`src/smc_pkg.sv`:
```
// package of constants and types for the standby mode controller
package smc_pkg;
    // ----------------------------------------------------------------
    // timing
    // ----------------------------------------------------------------
    localparam int CLK_MHZ = 100;
    localparam int STOP_MIN_US = 17;
    localparam int STOP_TYP_US = 34;
    localparam int STOP_MAX_US = 67;
    localparam int STOP_WAIT_CYC = STOP_TYP_US * CLK_MHZ;
    localparam int HALT_VEC_CYC = 12;
    localparam int HALT_NEXT_CYC = 4;
    localparam int OPT_REF_CYC = 8;
    localparam int CNT_W = 16;
    localparam int LSOSC_STOP_BIT = 0;
    localparam int TMR_PRE_MAX_LOG2 = 12;
    localparam int TMR_LS_DIV_LOG2 = 7;
    localparam logic [7:0] LSMODE_RESET = 8'h00;

    typedef enum {
        ST_RESET, ST_RUN, ST_HALT, ST_STOP, ST_STOP_WAIT, ST_RESUME
    } smc_state_type;
endpackage : smc_pkg
```
`src/smc_controller.sv`:
```
// standby mode controller: halt/stop sequencing and clock gating
// ----------------------------------------------------------------
// ----------------------------------------------------------------
`timescale 1ns/100ps
module smc_controller #(
    parameter int STOP_WAIT = smc_pkg::STOP_WAIT_CYC
) (
    input wire logic MCLK,
    input wire logic RST,
    input wire logic HALT_EXEC,
    input wire logic STOP_EXEC,
    input wire logic IRQ_UNMASKED,
    input wire logic INTERRUPT_ENABLE_FLAG,
    input wire logic LS_STOPPABLE_OPT,
    input wire logic [7:0] LOWSPEED_OSC_MODE_REG,
    input wire logic WDT_CLK_IS_LS,
    input wire logic TMR_CLK_IS_LS,
    output logic CPU_CLK_EN,
    output logic SYS_OSC_EN,
    output logic PERIPH_CLK_EN,
    output logic LS_OSC_EN,
    output logic WDT_CLK_EN,
    output logic TMR_CLK_EN,
    output logic STATE_HOLD,
    output logic OPT_REFERENCE,
    output logic WAKE_VECTOR,
    output logic WAKE_NEXT,
    output logic IN_HALT,
    output logic IN_STOP
);
    // ----------------------------------------------------------------
    // state
    // ----------------------------------------------------------------
    // one packed record so the whole state registers together
    typedef struct packed {
        smc_pkg::smc_state_type st;
        logic vec;
        logic ls_on;
        logic [smc_pkg::CNT_W-1:0] cnt;
        logic [7:0] lsmode;
    } smc_ctl_type;
    smc_ctl_type s_reg, s_next;

    // wake delay handshake
    logic dly_load;
    logic [smc_pkg::CNT_W-1:0] dly_value;
    logic dly_done;
    logic ls_req;

    // ----------------------------------------------------------------
    // low-speed oscillator
    // ----------------------------------------------------------------
    // stop bit only counts when the option permits software stop
    // limitation: the option is a level taken as static after reset
    assign ls_req = !(LS_STOPPABLE_OPT
        && s_reg.lsmode[smc_pkg::LSOSC_STOP_BIT]);

    // ----------------------------------------------------------------
    // wake delay
    // ----------------------------------------------------------------
    // one shared counter: halt and stop waits can never overlap
    smc_delay #(
        .W(smc_pkg::CNT_W)
    ) u_delay (
        .clk(MCLK),
        .rst(RST),
        .load(dly_load),
        .value(dly_value),
        .done(dly_done)
    );

    // ----------------------------------------------------------------
    // next state
    // ----------------------------------------------------------------
    always_comb begin
        s_next = s_reg;
        // wake delay idle unless a wake is taken this cycle
        dly_load = 1'b0;
        dly_value = '0;
        // mode register write is frozen in stop so a running osc stays on
        if (s_reg.st != smc_pkg::ST_STOP
            && s_reg.st != smc_pkg::ST_STOP_WAIT) begin
            s_next.lsmode = LOWSPEED_OSC_MODE_REG;
        end
        if (s_reg.st == smc_pkg::ST_RESET) begin
            s_next.ls_on = 1'b0;
        end else if (s_reg.st == smc_pkg::ST_STOP
            || s_reg.st == smc_pkg::ST_STOP_WAIT) begin
            // a running oscillator may not be stopped while in stop
            s_next.ls_on = s_reg.ls_on;
        end else begin
            s_next.ls_on = ls_req;
        end
        case (s_reg.st)
            smc_pkg::ST_RESET: begin
                // OPT_REFERENCE held here for OPT_REF_CYC cycles before the cpu starts
                s_next.cnt = s_reg.cnt + 1'b1;
                if (s_reg.cnt ==
                    smc_pkg::CNT_W'(smc_pkg::OPT_REF_CYC - 1)) begin
                    s_next.st = smc_pkg::ST_RUN;
                    s_next.cnt = '0;
                end
            end
            smc_pkg::ST_RUN: begin
                // exec strobes come at instruction completion
                // a pending request cancels entry instead of a round trip
                if (IRQ_UNMASKED) begin
                    s_next.st = smc_pkg::ST_RUN;
                end else if (HALT_EXEC) begin
                    s_next.st = smc_pkg::ST_HALT;
                end else if (STOP_EXEC) begin
                    s_next.st = smc_pkg::ST_STOP;
                end
            end
            smc_pkg::ST_HALT: begin
                // masked requests leave halt held
                if (IRQ_UNMASKED) begin
                    s_next.vec = INTERRUPT_ENABLE_FLAG;
                    s_next.st = smc_pkg::ST_RESUME;
                    dly_load = 1'b1;
                    dly_value = INTERRUPT_ENABLE_FLAG
                        ? smc_pkg::CNT_W'(smc_pkg::HALT_VEC_CYC - 2)
                        : smc_pkg::CNT_W'(smc_pkg::HALT_NEXT_CYC - 2);
                end
            end
            smc_pkg::ST_STOP: begin
                // fixed typical wait; oscillator settling is not measured
                if (IRQ_UNMASKED) begin
                    s_next.vec = INTERRUPT_ENABLE_FLAG;
                    s_next.st = smc_pkg::ST_STOP_WAIT;
                    dly_load = 1'b1;
                    dly_value = smc_pkg::CNT_W'(STOP_WAIT - 1);
                end
            end
            smc_pkg::ST_STOP_WAIT: begin
                // oscillator back on, cpu still held for the stop time
                if (dly_done) begin
                    s_next.st = smc_pkg::ST_RUN;
                end
            end
            smc_pkg::ST_RESUME: begin
                // halt wake needs no settling, only the restart wait
                if (dly_done) begin
                    s_next.st = smc_pkg::ST_RUN;
                end
            end
            // unreachable encodings fall back to the option phase
            default: s_next.st = smc_pkg::ST_RESET;
        endcase
    end

    // ----------------------------------------------------------------
    // state register
    // ----------------------------------------------------------------
    always_ff @(posedge MCLK) begin
        if (RST) begin
            // reset wins over any wake request in the same cycle
            s_reg <= '{st: smc_pkg::ST_RESET, vec: 1'b0,
                ls_on: 1'b0, cnt: '0,
                lsmode: smc_pkg::LSMODE_RESET};
        end else begin
            s_reg <= s_next;
        end
    end

    // ----------------------------------------------------------------
    // outputs
    // ----------------------------------------------------------------
    // stop_wait counts as stop: the cpu sees one unbroken standby
    logic halted, stopped, waking;
    assign halted = (s_reg.st == smc_pkg::ST_HALT);
    assign stopped = (s_reg.st == smc_pkg::ST_STOP)
        || (s_reg.st == smc_pkg::ST_STOP_WAIT);
    assign waking = (s_reg.st == smc_pkg::ST_STOP_WAIT)
        || (s_reg.st == smc_pkg::ST_RESUME);

    // ----------------------------------------------------------------
    // clock gates
    // ----------------------------------------------------------------
    assign CPU_CLK_EN = (s_reg.st == smc_pkg::ST_RUN);
    // oscillator also off through the reset and option phase
    assign SYS_OSC_EN = (s_reg.st != smc_pkg::ST_STOP)
        && (s_reg.st != smc_pkg::ST_RESET);
    assign PERIPH_CLK_EN = SYS_OSC_EN && !waking;
    assign LS_OSC_EN = s_reg.ls_on;
    // system-clocked watchdog stops in halt and stop, runs during the wake waits
    assign WDT_CLK_EN = WDT_CLK_IS_LS ? s_reg.ls_on
        : (CPU_CLK_EN || waking);
    // prescaled timer lives on the peripheral clock, so none of it in stop
    assign TMR_CLK_EN = TMR_CLK_IS_LS ? s_reg.ls_on
        : (PERIPH_CLK_EN && !stopped);

    // ----------------------------------------------------------------
    // status and wake strobes
    // ----------------------------------------------------------------
    // cpu keeps registers, memory and port latches while asserted
    assign STATE_HOLD = halted || stopped || waking;
    assign OPT_REFERENCE = (s_reg.st == smc_pkg::ST_RESET);
    // wake strobes last one cycle, on the last cycle of the wait
    assign WAKE_VECTOR = waking && dly_done && s_reg.vec;
    assign WAKE_NEXT = waking && dly_done && !s_reg.vec;
    assign IN_HALT = halted;
    assign IN_STOP = stopped;
endmodule : smc_controller

```
`src/smc_delay.sv`:
```
// down counter that times wake-up waits
`timescale 1ns/100ps
module smc_delay #(
    parameter int W = 16
) (
    input wire logic clk,
    input wire logic rst,
    input wire logic load,
    input wire logic [W-1:0] value,
    output logic done
);
    typedef struct packed {
        logic [W-1:0] cnt;
        logic busy;
    } smc_dly_type;
    smc_dly_type s_reg, s_next;

    always_comb begin
        s_next = s_reg;
        if (load) begin
            s_next.cnt = value;
            s_next.busy = 1'b1;
        end else if (s_reg.busy) begin
            if (s_reg.cnt == '0) begin
                s_next.busy = 1'b0;
            end else begin
                s_next.cnt = s_reg.cnt - 1'b1;
            end
        end
    end

    always_ff @(posedge clk) begin
        if (rst) begin
            s_reg <= '0;
        end else begin
            s_reg <= s_next;
        end
    end

    assign done = s_reg.busy && (s_reg.cnt == '0) && !load;
endmodule : smc_delay

```
`config.mk`:
```
export PLATFORM = sky130hd
export DESIGN_NAME = smc_controller
export DESIGN_NICKNAME = d
export VERILOG_FILES = /design/src/smc_pkg.sv /design/src/smc_controller.sv /design/src/smc_delay.sv
export SDC_FILE = /design/constraint.sdc
export NUM_CORES = 1
export LEC_CHECK = 0
export BUFFER_PORTS_ARGS = -buffer_cell sky130_fd_sc_hd__buf_4
export CAP_MARGIN = 10
export CELL_PAD_IN_SITES_DETAIL_PLACEMENT = 1
export CELL_PAD_IN_SITES_GLOBAL_PLACEMENT = 2
export CORE_ASPECT_RATIO = 1.75
export CORE_MARGIN = 5
export CORE_UTILIZATION = 36
export CTS_BUF_LIST = sky130_fd_sc_hd__clkbuf_8
export DETAILED_ROUTE_END_ITERATION = 6
export GPL_TIMING_DRIVEN = 0
export PLACE_DENSITY = 0.81
export SETUP_SLACK_MARGIN = 0.4
export SYNTH_ARGS = -nofsm -noshare
export SYNTH_HDL_FRONTEND = slang
export SYNTH_HIERARCHICAL = 1
export SYNTH_SLANG_ARGS = --single-unit
```
`constraint.sdc`:
```
create_clock -name MCLK -period 3.45 [get_ports MCLK]
set_input_delay 0.69 -clock MCLK [delete_from_list [all_inputs] [get_ports MCLK]]
set_output_delay 0.69 -clock MCLK [all_outputs]
set_load 0.03 [all_outputs]
```
# --- After elaboration in Yosys (flattened, before gate mapping) ---
# Cells that the tools add are included.
word_totals:
  reg_bits: 68
  latch_bits: 0
  ram_bits: 0
  rom_bits: 0
  inputBits: 17
  output_inout_bits: 12
  wordCells: 82
  mem_count: 0
op_classes:
  addsub: 2
  n_mul: 0
  n_div: 0
  n_lt_le_gt_ge: 0
  n_eq_ne: 19
  shifts: 0
  n_mux: 22
  bitwise: 0
  reduce_logical: 32
op_table:
  columns: ["op", "n"]
  rows:
  - ["two-way mux 32 bit", 5]
  - ["one-hot mux 32 bit (5 select lines)", 1]
  - ["== test 32 x 3 -> 1 bit, second input constant", 4]
  - ["== test 32 x 2 -> 1 bit, second input constant", 3]
  - ["two-way mux 33 bit", 2]
  - ["== test 32 x 4 -> 1 bit, second input constant", 2]
  - ["zero test 32 bit", 2]
  - ["two-way mux 17 bit", 2]
  - ["== test 32 x 1 -> 1 bit, second input constant", 1]
  - ["two-way mux 16 bit", 2]
  - ["inequality test 32 x 3 -> 1 bit, second input constant", 1]
  - ["inequality test 32 x 4 -> 1 bit, second input constant", 1]
  - ["one-hot mux 16 bit (2 select lines)", 1]
  - ["nonzero test 32 bit", 1]
  - ["adder 16 x 1 -> 16 bit, second input constant", 1]
  - ["== test 16 x 3 -> 1 bit, second input constant", 1]
  - ["zero test 16 bit", 1]
  - ["subtractor 16 x 1 -> 16 bit, second input constant", 1]
  - ["two-way mux 12 bit", 1]
  - ["logical AND 1 bit", 10]
  - ["two-way mux 4 bit", 2]
  - ["inequality test 2 bit, second input constant", 3]
  - ["OR reduction 2 bit", 3]
  - ["zero test 1 bit", 5]
  - ["other kinds (9)", 19]

# --- Depth between registers and ports, before layout ---
depth:
  word_depth: 7
  depth_mapped: 11
  ltp_nobuf: 10

# --- Modules after synthesis ---
# Netlist, hierarchy kept.
modules_own_cells:
  columns: ["module", "instances", "cells_per_inst", "area_per_inst_um2", "seq_area_each_um2"]
  rows:
  - ["smc_controller", 1, 157, 1292.5, 440.4]
  - ["smc_delay", 1, 122, 1019.7, 340.3]

# --- Least setup slack after synthesis ---
# OpenSTA, ideal clock, no wires.
synth_path:
  kind: "register to output"
  start: "register u_delay/s_reg[12] (netlist name)"
  end: "output port WAKE_NEXT"
  t_arrival_ps: 2018
  t_required_ps: 2760
  path_slack_ps: 742
  stages_incl_launch_ff: 7
  n_path_buf: 1
  path_cell_list: "dfxtp_1 -> or3_1 -> buf_2 -> or4_4 -> nor3_1 -> nand2_1 -> nor2_1"
synth_via:
  elab_chain_len: 5
synth_lines:
  columns: ["item", "line", "source"]
  rows:
  - ["start: declaration", "smc_delay.sv:16", "smc_dly_type s_reg, s_next;"]
  - ["start signal: assignment", "smc_delay.sv:36", "s_reg <= s_next;"]
  - ["zero test 16 bit", "smc_delay.sv:40", "assign done = s_reg.busy && (s_reg.cnt == '0) && !load;"]
  - ["logical AND 1 bit (2 in a row)", "smc_delay.sv:40", null]
  - ["named net dly_done", "smc_controller.sv:47", "logic dly_done;"]
  - ["logical AND 1 bit (2 in a row)", "smc_controller.sv:201", "assign WAKE_NEXT = waking && dly_done && !s_reg.vec;"]
  - ["end: declaration", "smc_controller.sv:27", "output logic WAKE_NEXT,"]
# The timed path passes the listed nets, and every way through them passes these cells.

# --- Worst setup path in the final report ---
# Same ends and word-level chain as after synthesis.

==> insert_results.sql <==
INSERT INTO impl_metrics (metric_group, metric, value, unit) VALUES
('finish', 'total_area_of_multi_input_combinational_cells', '1440', 'um^2'),
('critical_path', 'worst_path_dominant_cell_family', 'simple AND/OR/NAND/NOR gates', ''),
('yosys', 'synth_flop_type', 'sky130_fd_sc_hd__dfxtp_1', ''),
('finish', 'largest_reg_flops', '21', ''),
('cts', 'clk_pin_slew_worst_paths', '80', 'ps'),
('power', 'net-switching-power', '224', 'uW'),
('cts', 'clkSinkCount', '39', ''),
('floorplan', 'die_height', '116', 'um'),
('critical_path', 'critical_path_buf_inv_count', '2', ''),
('grt', 'maximum_number_of_pins_on_one_net_before_global_route_repair', '13', ''),
('critical_path', 'worstSetupPathType', 'reg2out', ''),
('cts', 'clock_tree.htree_level_count', '2', ''),
('power', 'combPwrFrac', '7.5', '%'),
('critical_path', 'critical_path_cell_sequence', 'or3_1 > buf_2 > or4_4 > nor3_4 > nand2_1 > nor2_1 > buf_4', ''),
('finish', 'layout-area-overhead-vs-synth', '16.6', '%'),
('finish', 'layout.cells.most_common_list', '38 x sky130_fd_sc_hd__dfxtp_1, 29 x sky130_fd_sc_hd__nor2_1, 22 x sky130_fd_sc_hd__buf_4, 20 x sky130_fd_sc_hd__a21oi_1, 18 x sky130_fd_sc_hd__nand2_1', ''),
('power', 'pwr-share-seq', '54.4', '%'),
('grt', 'grt_antenna_before_repair', '0', ''),
('finish', 'final_net_count', '337', ''),
('route', 'avgRoutedWirePerCell', '16.6', 'um'),
('yosys', 'syn-cell-area', '2310', 'um^2'),
('floorplan', 'initial_core_util', '37.1', '%'),
('sta', 'finalHoldViolations', '0', ''),
('finish', 'final_design_area_no_fill', '2700', 'um^2'),
('critical_path', 'ff2ff_path_depth', '8', ''),
('critical_path', 'critPathArrivalTime', '2190', 'ps'),
('sta', 'worst_slew_margin_relative_to_its_limit', '49.8', '%'),
('placement', 'finalWeightedCongestion', '0.778', ''),
('critical_path', 'startpoint_kind_of_the_worst_setup_timing_path', 'flop', ''),
('grt', 'grt_first_pass_wirelength', '11.1', 'mm'),
('sta', 'finalClockSkew', '6.30', 'ps'),
('route', 'drc', '0', ''),
('sta', 'timing.fmax', '348', 'MHz'),
('min_path', 'holdPathStages', '2', ''),
('grt', 'grt_overflow', '0', ''),
('status', 'status', 'completed', ''),
('sta', 'max_slew.worst_pin.slew', '746', 'ps'),
('floorplan', 'rows', '38', ''),
('route', 'detail_route.vias_per_cell', '5.48', ''),
('cts', 'clock_tree_from_tritoncts', 'done', ''),
('sta', 'fin_ws', '574', 'ps'),
('sta', 'period_share', '83.4', '%'),
('finish', 'number_of_antenna_cells_inserted', '0', ''),
('sta', 'setup-violations-final', '0', ''),
('cts', 'cts_root_buf', 'sky130_fd_sc_hd__clkbuf_8', ''),
('critical_path', 'timing.critical_path.depth', '7', ''),
('sta', 'minimum_hold_slack', '485', 'ps'),
('sta', 'period_minus_slack', '2880', 'ps'),
('placement', 'postPlaceCellArea', '2600', 'um^2'),
('cts', 'ctsLongestPathBuffers', '2', ''),
('yosys', 'count_of_warnings_emitted_by_yosys', '6', ''),
('yosys', 'ys_ff_latch', '39', ''),
('floorplan', 'io_pins', '29', ''),
('critical_path', 'worstPathMaxFanout', '6', ''),
('power', 'power_density', '314', 'nW/um^2'),
('placement', 'hpwlAfterDp', '4.99', 'mm'),
('finish', 'filler_cell_count', '782', ''),
('yosys', 'synthDominantAreaCellType', 'sky130_fd_sc_hd__dfxtp_1', ''),
('job', 'drv_cap', '0', ''),
('grt', 'global_route.usage.total', '17.2', '%'),
('sta', 'setup_total_negative_slack', '0', 'ps'),
('route', 'drt.antenna.violating_nets', '0', ''),
('route', 'route.final.wire_length', '6.56', 'mm'),
('grt', 'grt_pass1_vias', '2255', ''),
('cts', 'cts-hold-fix-buffers', '0', ''),
('floorplan', 'floorplan.die_area', '8190', 'um^2'),
('critical_path', 'reg2reg_slack', '810', 'ps'),
('placement', 'port_buffers', '21', ''),
('yosys', 'synth.area.top_cells', 'sky130_fd_sc_hd__dfxtp_1 34%, sky130_fd_sc_hd__nor2_1 4.7%, sky130_fd_sc_hd__a21oi_1 4.3%', ''),
('cts', 'cts_made_buffers', '5', ''),
('yosys', 'synth-async-reset-ratio', '0', '%');
==> stage by stage <==
step                      power, uW  utilization [%]  instances
after floorplan                 511                -        286
after global placement          534             41.7        387
after detailed placement        535             41.7        387
after CTS                       859             43.1        395
after global routing            885             43.3        395
final                           846             43.3        395
==> repair_timing <==
item,in CTS,in global routing
endpoints found under the setup margin,2,2
pin swaps,0,1
resized for setup,1,4
setup buffers,0,0
==> tightest hold or removal path, stage by stage (launching register included) <==
cell	delay, ps
sky130_fd_sc_hd__dfxtp_1	320
sky130_fd_sc_hd__nand3_1	60
sky130_fd_sc_hd__a21oi_1	60
==> routing by layer <==
layer | GRT usage [%] | routed length [um]
met4 | 6.40 | 124
met1 | 17.6 | 2560
met3 | 2.86 | 148
met2 | 34.2 | 3730
met5 | 0 | 0
==> cells in the mapped netlist (all sizes together) (3+ instances only) <==
| cell | n |
|---|---|
| o31ai | 5 |
| o21ai | 7 |
| a211oi | 4 |
| dfxtp | 39 |
| inv | 10 |
| o22ai | 5 |
| a22oi | 3 |
| and4 | 3 |
| nor2b | 6 |
| and3 | 12 |
| ha | 6 |
| or3b | 3 |
| nand3 | 10 |
| a21oi | 21 |
| and2 | 3 |
| xor2 | 6 |
| clkbuf | 5 |
| nand2 | 18 |
| buf | 7 |
| nor2 | 29 |
| nand4 | 6 |
| nor3 | 9 |
| nor4 | 7 |
| or4 | 4 |
| xnor2 | 11 |
| or3 | 6 |
==> final timing paths <==
check / to / start
min: u_delay/s_reg[13]$_SDFFE_PP0P_ / u_delay/s_reg[13]$_SDFFE_PP0P_
min reg2reg: u_delay/s_reg[13]$_SDFFE_PP0P_ / u_delay/s_reg[13]$_SDFFE_PP0P_
max: WAKE_NEXT / u_delay/s_reg[12]$_SDFFE_PP0P_
max reg2reg: s_reg[26]$_SDFFE_PP0P_ / u_delay/s_reg[12]$_SDFFE_PP0P_
==> cells by family after synthesis <==
kind of cell	synth area share (%)
other	0.162
buffers and inverters	5.79
adders and majority gates	3.25
xor gates and xnor gates	6.44
DFF	33.8
and+or+nand+nor	30.8
muxes	0.866
AOI/OAI and AO/OA	18.9
==> power by group through the flow <==
stage | clock network [uW] | registers, uW | logic (uW)
2_1_floorplan | 0 | 470 | 41.1
3_3_place_gp | 0 | 471 | 63.4
3_5_place_dp | 0 | 471 | 64.2
4_1_cts | 334 | 461 | 64.5
5_1_grt | 352 | 462 | 70.6
6_report | 322 | 460 | 63.8
==> layout make-up <==
| type | count | share of cell area (%) |
|---|---|---|
| multi-input combinational | 223 | 53.3 |
| timing repair buffer | 21 | 5.85 |
| clock buffer | 5 | 2.55 |
| clock inverter | 3 | 0.604 |
| buffer | 13 | 3.25 |
| sequential | 39 | 29.0 |
| inverter | 11 | 1.72 |
| tap | 80 | 3.71 |
Note: power is estimated with default switching activity, not from simulation.
